[src/include/alu_consts.svh]
// Timing counts, field positions and reset values for the datapath.
// Assumes inclusion by bare name from the design files.
`ifndef ALU_CONSTS_SVH
`define ALU_CONSTS_SVH
`define DATA_W          8
`define ACC_RESET       8'h00
`define TABLE_HIGH_BYTE_RESET      8'h00
`define SKIP_CYCLES     2
`define AUX_BIT         4
`endif

[src/include/alu_pkg.sv]
// Types for the rotate/subtract/skip datapath.
// Assumes no surroundings beyond the including modules.
package alu_pkg;
    // Operation codes presented by the sequencer
    typedef enum logic [4:0] {
        OP_NONE, OP_ROTL_C, OP_ROTL_C_ACC, OP_ROTR, OP_ROTR_ACC,
        OP_ROTR_C, OP_ROTR_C_ACC, OP_SUB_BORROW, OP_SUB_BORROW_MEM,
        OP_SUB, OP_SUB_MEM, OP_SUB_IMM, OP_DEC_SKIP, OP_DEC_SKIP_ACC,
        OP_INC_SKIP, OP_INC_SKIP_ACC, OP_SET_BYTE, OP_SET_BIT,
        OP_BIT_NZ_SKIP, OP_BIT_Z_SKIP, OP_ZERO_SKIP, OP_ZERO_MOVE_SKIP,
        OP_SWAP, OP_SWAP_ACC, OP_TBL_CUR, OP_TBL_LAST, OP_XOR, OP_XOR_MEM,
        OP_XOR_IMM
    } op_e;
    // Execution phase, one-hot
    typedef enum logic [1:0] {
        ST_EXEC  = 2'b01,
        ST_DUMMY = 2'b10
    } phase_e;
endpackage

[src/logic/sub_unit.sv]
// Eight-bit subtractor with borrow-in and full flag outputs.
// Assumes pure combinational use inside the datapath.
`include "alu_consts.svh"
module sub_unit #(
    parameter int W = `DATA_W
) (
    // Operands
    input  wire logic [W-1:0] minuend,
    input  wire logic [W-1:0] subtrahend,
    input  wire logic         carry_in,
    // Result and flags
    output logic      [W-1:0] diff,
    output logic              carry_out,
    output logic              aux_out,
    output logic              ovf_out
);
    logic [W:0]   full;
    logic [4:0]   low;
    // Carry set means no borrow, as the adder-style flag convention expects
    always_comb begin
        full      = {1'b0, minuend} + {1'b0, ~subtrahend} + {{W{1'b0}}, carry_in};
        low       = {1'b0, minuend[3:0]} + {1'b0, ~subtrahend[3:0]} + {4'h0, carry_in};
        diff      = full[W-1:0];
        carry_out = full[W];
        aux_out   = low[4];
        ovf_out   = (minuend[W-1] != subtrahend[W-1]) && (diff[W-1] != minuend[W-1]);
    end
    // Nibble borrow needs a bit above bit 3
    if (W < 5) begin : g_width_check
        $error("sub_unit needs at least five bits");
    end
endmodule

[src/logic/rot_sub_skip_dp.sv]
// Execution datapath for rotate, subtract, skip, set, swap, table read and XOR.
// Assumes a sequencer that issues one op with exec_valid and supplies the
// memory byte, immediate and program word in the same cycle.
//
`include "alu_consts.svh"
module rot_sub_skip_dp
    import alu_pkg::*;
#(
    parameter int PC_W  = 12,
    parameter int TBL_W = 8,
    parameter int HI_W  = 7
) (
    // Clock and reset
    input  wire logic              mclk,
    input  wire logic              rst_n,
    // Instruction issue
    input  wire logic              exec_valid,
    input  wire op_e               exec_op,
    input  wire logic [2:0]        bit_sel,
    input  wire logic [7:0]        imm_data,
    input  wire logic [7:0]        mem_rdata,
    input  wire logic [PC_W-1:0]   pc_value,
    input  wire logic [TBL_W-1:0]  table_pointer,
    // Program memory port
    output logic      [PC_W-1:0]   prog_addr,
    input  wire logic [7+HI_W:0]   prog_data,
    // Data memory write port
    output logic                   mem_we,
    output logic      [7:0]        mem_wdata,
    // Sequencer feedback
    output logic                   busy,
    output logic                   skip_next,
    // Architectural state
    output logic      [7:0]        acc_out,
    output logic      [HI_W-1:0]   table_high_byte,
    output logic                   carry_flag,
    output logic                   zero_flag,
    output logic                   aux_carry_flag,
    output logic                   overflow_flag
);
    logic [7:0]      acc_reg;
    logic [HI_W-1:0] table_high_byte_reg;
    logic            c_reg, z_reg, ac_reg, ov_reg;
    logic [7:0]      res_next;
    logic            to_acc, to_mem, upd_sub, upd_z, upd_c, skip_cond, is_skip;
    logic            new_c;
    logic [7:0]      sub_b;
    logic            sub_cin;
    logic [7:0]      sub_d;
    logic            sub_c, sub_ac, sub_ov;
    phase_e          phase_reg;
    logic            mem_we_reg;
    logic [7:0]      mem_wdata_reg;
    logic            skip_reg;

    // Set one bit; used by bit-set and bit tests
    function automatic logic [7:0] bit_mask(input logic [2:0] sel);
        bit_mask = 8'h01 << sel;
    endfunction

    // Refuse widths the page splice and table-high slice cannot serve
    if (PC_W <= TBL_W) begin : g_pc_check
        $error("program counter must be wider than table pointer");
    end
    if (HI_W < 1 || HI_W > 8) begin : g_hi_check
        $error("table high width must be 1 to 8");
    end

    // Subtrahend and borrow selection
    always_comb begin
        sub_b   = (exec_op == OP_SUB_IMM) ? imm_data : mem_rdata;
        sub_cin = (exec_op == OP_SUB_BORROW || exec_op == OP_SUB_BORROW_MEM)
                  ? c_reg : 1'b1;
    end

    sub_unit #(.W(8)) u_sub (
        .minuend    (acc_reg),
        .subtrahend (sub_b),
        .carry_in   (sub_cin),
        .diff       (sub_d),
        .carry_out  (sub_c),
        .aux_out    (sub_ac),
        .ovf_out    (sub_ov)
    );

    // Table address: pointer inside current or last page
    always_comb begin
        if (exec_op == OP_TBL_LAST)
            prog_addr = {{(PC_W-TBL_W){1'b1}}, table_pointer};
        else
            prog_addr = {pc_value[PC_W-1:TBL_W], table_pointer};
    end

    // Result mux and destination decode
    always_comb begin
        res_next  = 8'h00;
        to_acc    = 1'b0;
        to_mem    = 1'b0;
        upd_sub   = 1'b0;
        upd_z     = 1'b0;
        upd_c     = 1'b0;
        new_c     = c_reg;
        is_skip   = 1'b0;
        skip_cond = 1'b0;
        case (exec_op)
            OP_ROTL_C, OP_ROTL_C_ACC: begin
                res_next = {mem_rdata[6:0], c_reg};
                new_c    = mem_rdata[7];
                upd_c    = 1'b1;
                to_mem   = (exec_op == OP_ROTL_C);
                to_acc   = (exec_op == OP_ROTL_C_ACC);
            end
            OP_ROTR, OP_ROTR_ACC: begin
                res_next = {mem_rdata[0], mem_rdata[7:1]};
                to_mem   = (exec_op == OP_ROTR);
                to_acc   = (exec_op == OP_ROTR_ACC);
            end
            OP_ROTR_C, OP_ROTR_C_ACC: begin
                res_next = {c_reg, mem_rdata[7:1]};
                new_c    = mem_rdata[0];
                upd_c    = 1'b1;
                to_mem   = (exec_op == OP_ROTR_C);
                to_acc   = (exec_op == OP_ROTR_C_ACC);
            end
            OP_SUB_BORROW, OP_SUB, OP_SUB_IMM: begin
                res_next = sub_d;
                upd_sub  = 1'b1;
                to_acc   = 1'b1;
            end
            OP_SUB_BORROW_MEM, OP_SUB_MEM: begin
                res_next = sub_d;
                upd_sub  = 1'b1;
                to_mem   = 1'b1;
            end
            OP_DEC_SKIP, OP_DEC_SKIP_ACC: begin
                res_next  = mem_rdata - 8'h01;
                is_skip   = 1'b1;
                skip_cond = (res_next == 8'h00);
                to_mem    = (exec_op == OP_DEC_SKIP);
                to_acc    = (exec_op == OP_DEC_SKIP_ACC);
            end
            OP_INC_SKIP, OP_INC_SKIP_ACC: begin
                res_next  = mem_rdata + 8'h01;
                is_skip   = 1'b1;
                skip_cond = (res_next == 8'h00);
                to_mem    = (exec_op == OP_INC_SKIP);
                to_acc    = (exec_op == OP_INC_SKIP_ACC);
            end
            OP_SET_BYTE: begin
                res_next = 8'hff;
                to_mem   = 1'b1;
            end
            OP_SET_BIT: begin
                res_next = mem_rdata | bit_mask(bit_sel);
                to_mem   = 1'b1;
            end
            OP_BIT_NZ_SKIP: begin
                is_skip   = 1'b1;
                skip_cond = |(mem_rdata & bit_mask(bit_sel));
            end
            OP_BIT_Z_SKIP: begin
                is_skip   = 1'b1;
                skip_cond = ~|(mem_rdata & bit_mask(bit_sel));
            end
            OP_ZERO_SKIP, OP_ZERO_MOVE_SKIP: begin
                res_next  = mem_rdata;
                is_skip   = 1'b1;
                skip_cond = (mem_rdata == 8'h00);
                to_acc    = (exec_op == OP_ZERO_MOVE_SKIP);
            end
            OP_SWAP, OP_SWAP_ACC: begin
                res_next = {mem_rdata[3:0], mem_rdata[7:4]};
                to_mem   = (exec_op == OP_SWAP);
                to_acc   = (exec_op == OP_SWAP_ACC);
            end
            OP_TBL_CUR, OP_TBL_LAST: begin
                res_next = prog_data[7:0];
                to_mem   = 1'b1;
            end
            OP_XOR, OP_XOR_IMM: begin
                res_next = acc_reg ^ ((exec_op == OP_XOR_IMM) ? imm_data : mem_rdata);
                upd_z    = 1'b1;
                to_acc   = 1'b1;
            end
            OP_XOR_MEM: begin
                res_next = acc_reg ^ mem_rdata;
                upd_z    = 1'b1;
                to_mem   = 1'b1;
            end
            default: begin
                res_next = 8'h00;
            end
        endcase
    end

    // An op is accepted only in the execute phase
    logic go;
    assign go = exec_valid && (phase_reg == ST_EXEC);

    // Two-cycle sequencing for skip instructions; dummy slot always inserted
    always_ff @(posedge mclk or negedge rst_n) begin
        if (!rst_n) begin
            phase_reg <= ST_EXEC;
        end else begin
            case (phase_reg)
                ST_EXEC:  phase_reg <= (go && is_skip) ? ST_DUMMY : ST_EXEC;
                ST_DUMMY: phase_reg <= ST_EXEC;
                default:  phase_reg <= ST_EXEC;
            endcase
        end
    end

    // Skip decision held through the dummy slot
    always_ff @(posedge mclk or negedge rst_n) begin
        if (!rst_n)
            skip_reg <= 1'b0;
        else if (go && is_skip)
            skip_reg <= skip_cond;
        else if (phase_reg == ST_DUMMY)
            skip_reg <= 1'b0;
    end

    // Accumulator update
    always_ff @(posedge mclk or negedge rst_n) begin
        if (!rst_n)
            acc_reg <= `ACC_RESET;
        else if (go && to_acc)
            acc_reg <= res_next;
    end

    // Memory write-back, registered one cycle after issue
    always_ff @(posedge mclk or negedge rst_n) begin
        if (!rst_n) begin
            mem_we_reg    <= 1'b0;
            mem_wdata_reg <= 8'h00;
        end else begin
            mem_we_reg    <= go && to_mem;
            mem_wdata_reg <= res_next;
        end
    end

    // Table high part
    always_ff @(posedge mclk or negedge rst_n) begin
        if (!rst_n)
            table_high_byte_reg <= HI_W'(`TABLE_HIGH_BYTE_RESET);
        else if (go && (exec_op == OP_TBL_CUR || exec_op == OP_TBL_LAST))
            table_high_byte_reg <= prog_data[7+HI_W:8];
    end

    // Flags; untouched by ops that do not name them
    always_ff @(posedge mclk or negedge rst_n) begin
        if (!rst_n) begin
            c_reg  <= 1'b0;
            z_reg  <= 1'b0;
            ac_reg <= 1'b0;
            ov_reg <= 1'b0;
        end else if (go) begin
            if (upd_sub) begin
                c_reg  <= sub_c;
                ac_reg <= sub_ac;
                ov_reg <= sub_ov;
                z_reg  <= (sub_d == 8'h00);
            end else if (upd_c) begin
                c_reg  <= new_c;
            end else if (upd_z) begin
                z_reg  <= (res_next == 8'h00);
            end
        end
    end

    // Outputs
    assign acc_out         = acc_reg;
    assign table_high_byte = table_high_byte_reg;
    assign carry_flag      = c_reg;
    assign zero_flag       = z_reg;
    assign aux_carry_flag  = ac_reg;
    assign overflow_flag   = ov_reg;
    assign mem_we          = mem_we_reg;
    assign mem_wdata       = mem_wdata_reg;
    assign busy            = (phase_reg == ST_DUMMY);
    assign skip_next       = skip_reg;

    // Skip ops always occupy a dummy cycle
    a_skip_dummy_cycle: assert property (@(posedge mclk) disable iff (!rst_n)
        (go && is_skip) |=> busy ##1 !busy)
        else $error("skip op did not take exactly two cycles");

    // Rotate left through carry to acc
    a_rotl_acc_value: assert property (@(posedge mclk) disable iff (!rst_n)
        (go && exec_op == OP_ROTL_C_ACC) |=>
        acc_reg == {$past(mem_rdata[6:0]), $past(c_reg)} && c_reg == $past(mem_rdata[7]))
        else $error("rotate left through carry wrong");

    // Rotate right through carry to memory
    a_rotr_carry_mem: assert property (@(posedge mclk) disable iff (!rst_n)
        (go && exec_op == OP_ROTR_C) |=>
        mem_we && mem_wdata == {$past(c_reg), $past(mem_rdata[7:1])})
        else $error("rotate right through carry wrong");

    // Subtraction carry means no borrow
    a_sub_carry: assert property (@(posedge mclk) disable iff (!rst_n)
        (go && exec_op == OP_SUB) |=> c_reg == ($past(acc_reg) >= $past(mem_rdata)))
        else $error("subtract carry wrong");

    // Decrement-skip decision
    a_dec_skip: assert property (@(posedge mclk) disable iff (!rst_n)
        (go && exec_op == OP_DEC_SKIP) |=> skip_next == ($past(mem_rdata) == 8'h01))
        else $error("decrement skip decision wrong");

    // Increment-skip leaves flags
    a_inc_noflags: assert property (@(posedge mclk) disable iff (!rst_n)
        (go && exec_op == OP_INC_SKIP_ACC) |=> $stable(c_reg) && $stable(z_reg) && !mem_we)
        else $error("increment skip touched flags or memory");

    // Bit set forces one bit only
    a_bit_set: assert property (@(posedge mclk) disable iff (!rst_n)
        (go && exec_op == OP_SET_BIT) |=>
        mem_wdata == ($past(mem_rdata) | (8'h01 << $past(bit_sel))))
        else $error("bit set wrong");

    // Zero test skip
    a_zero_skip: assert property (@(posedge mclk) disable iff (!rst_n)
        (go && exec_op == OP_ZERO_SKIP) |=> skip_next == ($past(mem_rdata) == 8'h00))
        else $error("zero test skip wrong");

    // XOR updates only zero flag
    a_xor_zero: assert property (@(posedge mclk) disable iff (!rst_n)
        (go && exec_op == OP_XOR) |=> $stable(c_reg) && z_reg == (acc_reg == 8'h00))
        else $error("xor flags wrong");
endmodule

[config.mk]
export PLATFORM = sky130hd
export DESIGN_NAME = rot_sub_skip_dp
export DESIGN_NICKNAME = d
export VERILOG_FILES = /design/src/include/alu_pkg.sv /design/src/logic/sub_unit.sv /design/src/logic/rot_sub_skip_dp.sv
export VERILOG_INCLUDE_DIRS = /design/src /design/src/include
export SDC_FILE = /design/constraint.sdc
export NUM_CORES = 1
export LEC_CHECK = 0
export ABC_CLOCK_PERIOD_IN_PS = 3150
export BUFFER_PORTS_ARGS = -buffer_cell sky130_fd_sc_hd__buf_4
export CAP_MARGIN = 15
export CORE_ASPECT_RATIO = 1.75
export CORE_MARGIN = 10
export CORE_UTILIZATION = 53
export CTS_CLUSTER_DIAMETER = 150
export DETAILED_ROUTE_END_ITERATION = 7
export GPL_ROUTABILITY_DRIVEN = 0
export GPL_TIMING_DRIVEN = 0
export PLACE_DENSITY = 0.82
export SLEW_MARGIN = 20
export SYNTH_ARGS = -nofsm -noshare
export SYNTH_HDL_FRONTEND = slang
export SYNTH_SLANG_ARGS = --single-unit
export TNS_END_PERCENT = 10
[constraint.sdc]
create_clock -name mclk -period 3.15 [get_ports mclk]
set_input_delay 0.1575 -clock mclk [delete_from_list [all_inputs] [get_ports mclk]]
set_output_delay 0.1575 -clock mclk [all_outputs]
set_load 0.1 [all_outputs]
==> metrics.md <==
| Metric | Value |
|---|---|
| Synth top area cells | dfrtp_1 22%, mux2_2 5.9%, ha_1 4.3% |
| Cell Rows | 38 |
| Cells after Synth | 417 |
| Primary FF master, synth | dfrtp_1 |
| Synth top area share | between 20% and 30% |
| Post-synth ARST share | 100% |
| Reg clk slew, reported paths | ~60 ps |
| Status | completed |
| Yosys reg bits | 31 |
| TritonCTS clock tree | yes |
| Vias in the first global route | between 3000 and 4000 |
| R2R Path Start | carry_flag$_DFFE_PN0P_ |
| Area of the multi-input gates | approximately 2500 µm² |
| Hold crit path type | in -> reg |
| Clock skew | between 6 and 7 ps |
| Setup_tns | 0 ps |
| Routed Antenna Nets | 0 |
| Critical path endpoint | zero_flag$_DFFE_PN0P_ |
| DR WL/cell | 21.9 µm |
| Crit path kind | in -> reg |
| Pwr per Cell Area | between 700 and 800 nW/µm² |
| Top Family by Delay on Critical Path | simple AND/OR/NAND/NOR gates |
| Diode count | 0 |
| Leak | between 1.5 and 2 nW |
| DP HPWL | ~10000 µm |
| Clock Sinks | 31 |
| Num CTS Buffers | 5 |
| Most Frequent Cell on Critical Path | buf_4 |
| Fillers | approximately 520 |
| Fmax achieved | about 320 MHz |
| Die extent in y | 127 µm |
| Final Slew Violations | 0 |
| Root Buffer | clkbuf_8 |
| H-tree lvl count | 2 |
| Worst skew pair latency | roughly 290 ps |
| Post-layout net count | 583 |
| Worst flop-to-flop path endpoint | zero_flag$_DFFE_PN0P_ |
| Crit share post-route | ~100% |
| Worst Path Max Fanout | 10 |
| Levels on crit path | 16 |
| Final Util | 70.3% |
| Global-route wire length before repair | a little under 20000 µm |
| Synth Net Count | 493 |
| Design Area, Final | roughly 4400 µm² |
| Min Tclk post-route | around 3100 ps |
| Worst Path Arrival | between 3000 and 4000 ps |
| Critical Path Start Type | input pin |
| Ports | 104 |
| Final setup violation count | 0 |
| R2R setup slack | 290 ps |
| Global Route Usage Sum | 23.7% |
| Max-capacitance violation count | 0 |
| Max VDD drop | roughly 700 µV |
| Worst Reg-to-Reg Cells | 10 |
| Initial antenna violation count | 0 |
| Vias | 3938 |
| Slowest CP cell | or4_4 |
| Syn Area/Cell | slightly above 8 µm² |
| Total wire length | between 10000 and 15000 µm |
| Die Span X | ~80 µm |
| Total area of sequential cells | 779 µm² |
| Max-Slew Margin vs Limit | roughly 56% |
| Post-synth EDFFs | 0 |
| Synth Warn # | 0 |
| CP Capture Type | flop |
| DRC | 0 |
| Critical Path RT | between 3000 and 4000 ps |
| GRT overflow | 0 |
| Crit-path cells | buf_4 -> buf_4 -> nand3b_1 -> nor2_2 -> buf_6 -> buf_4 -> nor2_1 -> a21oi_1 -> ha_1 -> o21ai_2 -> a21oi_4 -> or4_4 -> o311ai_4 -> o221ai_2 -> or4_4 -> o21ai_1 |
| Post-place instance area | 4200 µm² |
| Post-synth top area cell | dfrtp_1 |
| Cell depth of the worst min-delay path | 2 |
| Crit. Startpoint | exec_op[2] |
| Actual slew at the worst max-slew pin | ~660 ps |
| Post-synthesis sequential area ratio | between 20% and 30% |
| 1st-pass router iterations | 6 |
| Ratio of cells with drive above 1 in the final layout | about a third |
| RSZ-0062 raised after global routing | yes |
| Hold Vio Cnt, Final | 0 |
| Critical path's largest stage delay | 520 ps |
| Total die area | roughly 10000 µm² |
| Yosys cell types | 83 |
| Drt initial violations | about 580 |
| Via density | roughly 6.7 |
| PortBufs | slightly above 80 |
| Bufs and invs on worst path | 4 |
| Core area | around 6300 µm² |
| Clock Tree Buf Depth | 2 |
| Initial Util | ~55% |
| Largest net degree at the start of global routing | 32 |
| Post-Synthesis Cell Area | roughly 3500 µm² |
| Area Growth Syn to Fin | 27.5% |
## where the power goes
| part | internal [mW] | switching (mW) | leakage (nW) | total, mW |
|---|---|---|---|---|
| clock | 0.154 | 0.143 | 0.0412 | 0.297 |
| combinational | 0.639 | 1.57 | 1.50 | 2.21 |
| sequential | 0.521 | 0.111 | 0.381 | 0.632 |
## per-stage QoR
stage / worst slack, ps / total power, mW / hold slack [ps] / instances
finish: 14.8 / 3.14 / 101 / 588
detailed placement: -601 / 2.68 / 107 / 578
global route: -90.4 / 3.26 / 105 / 588
floorplan: 4.03 / 2.20 / -138 / 417
global placement: -555 / 2.64 / 105 / 578
CTS: 9.30 / 3.00 / 96.6 / 585
## layout make-up
cell class	instances	area share, %
buffer	35	5.19
clock buffer	6	1.64
clock inverter	2	0.284
inverter	13	1.11
multi-input combinational	333	56.8
sequential	31	17.7
tap	80	2.27
timing repair buffer	88	15.0
## Yosys cell counts (all sizes together), types with 3 or more instances
cell type	instances
mux2	19
mux2i	11
o21ai	25
nor4	6
a221o	3
a21o	4
ha	12
o2bb2ai	3
nor3	10
o221ai	3
a32oi	3
o22ai	8
o211a	3
nand2	33
nor3b	4
a21oi	27
buf	27
a211oi	6
and3	6
and4b	3
nand3	10
nand4	6
xor2	9
or4	3
nand2b	9
or2	4
clkbuf	13
xnor2	13
inv	13
nand3b	8
nor2	27
dfrtp	30
nor2b	5
a31oi	4
a22oi	3
## per-layer routing
metal  GRT usage [%]  share of wire [%]  vias up
met3            6.01                 10      101
met5               0                  0        -
li1                -                  -     1718
met1            24.1                 33     1800
met2            39.7                 49      319
met4            18.0                7.2        0
## worst min path at each step
stage          slack, ps                              to     startpoint
3_3_place_gp         110          mem_wdata[3]$_DFF_PN0_          rst_n
4_1_cts              100  table_high_byte[2]$_DFFE_PN0P_  prog_data[10]
3_5_place_dp         110          acc_out[5]$_DFFE_PN0P_          rst_n
6_report             100  table_high_byte[3]$_DFFE_PN0P_  prog_data[11]
2_1_floorplan       -140          acc_out[0]$_DFFE_PN0P_          rst_n
5_1_grt              110  table_high_byte[6]$_DFFE_PN0P_  prog_data[14]
## kinds of logic (layout without fill, tap and decap cells)
| family | after synthesis | in the layout | share of synthesized area, % |
|---|---|---|---|
| adders and majority gates | 14 | 14 | 5.49 |
| xor gates and xnor gates | 22 | 22 | 5.57 |
| muxes | 32 | 32 | 10.8 |
| AOI/OAI and AO/OA | 117 | 117 | 23.7 |
| and+or+nand+nor | 148 | 148 | 23.9 |
| buffers and inverters | 53 | 144 | 8.13 |
| DFF | 31 | 31 | 22.4 |
## timing repair
item,CTS,global route
gates resized for setup,7,16
setup buffers,2,4
hold buffers,1,0
setup endpoints to repair,2,3
gates cloned,0,0
pin swaps,3,6
hold endpoints to repair,30,0
## cell usage in the layout (no fill, tap or decap), types with 4 or more instances in the layout
cell,Yosys,routed
a211oi_1,5,5
buf_6,3,5
nand4_1,6,6
nand3_1,10,10
xor2_1,9,9
nor4_1,6,6
nor2_1,27,25
buf_4,9,98
mux2_2,18,18
ha_1,12,11
nor2b_1,5,5
o21ai_0,24,22
clkbuf_1,11,10
inv_1,13,13
nand2_1,33,33
and3_1,4,4
dfrtp_1,30,28
mux2i_1,11,10
a31oi_1,4,4
or2_2,4,4
nor3_1,10,8
clkbuf_8,1,6
o22ai_1,8,8
a21o_1,4,4
xnor2_1,13,13
nand2b_1,9,8
buf_2,12,6
nand3b_1,8,8
a21oi_1,26,23
No activity file was read; power rests on OpenSTA's default activity.
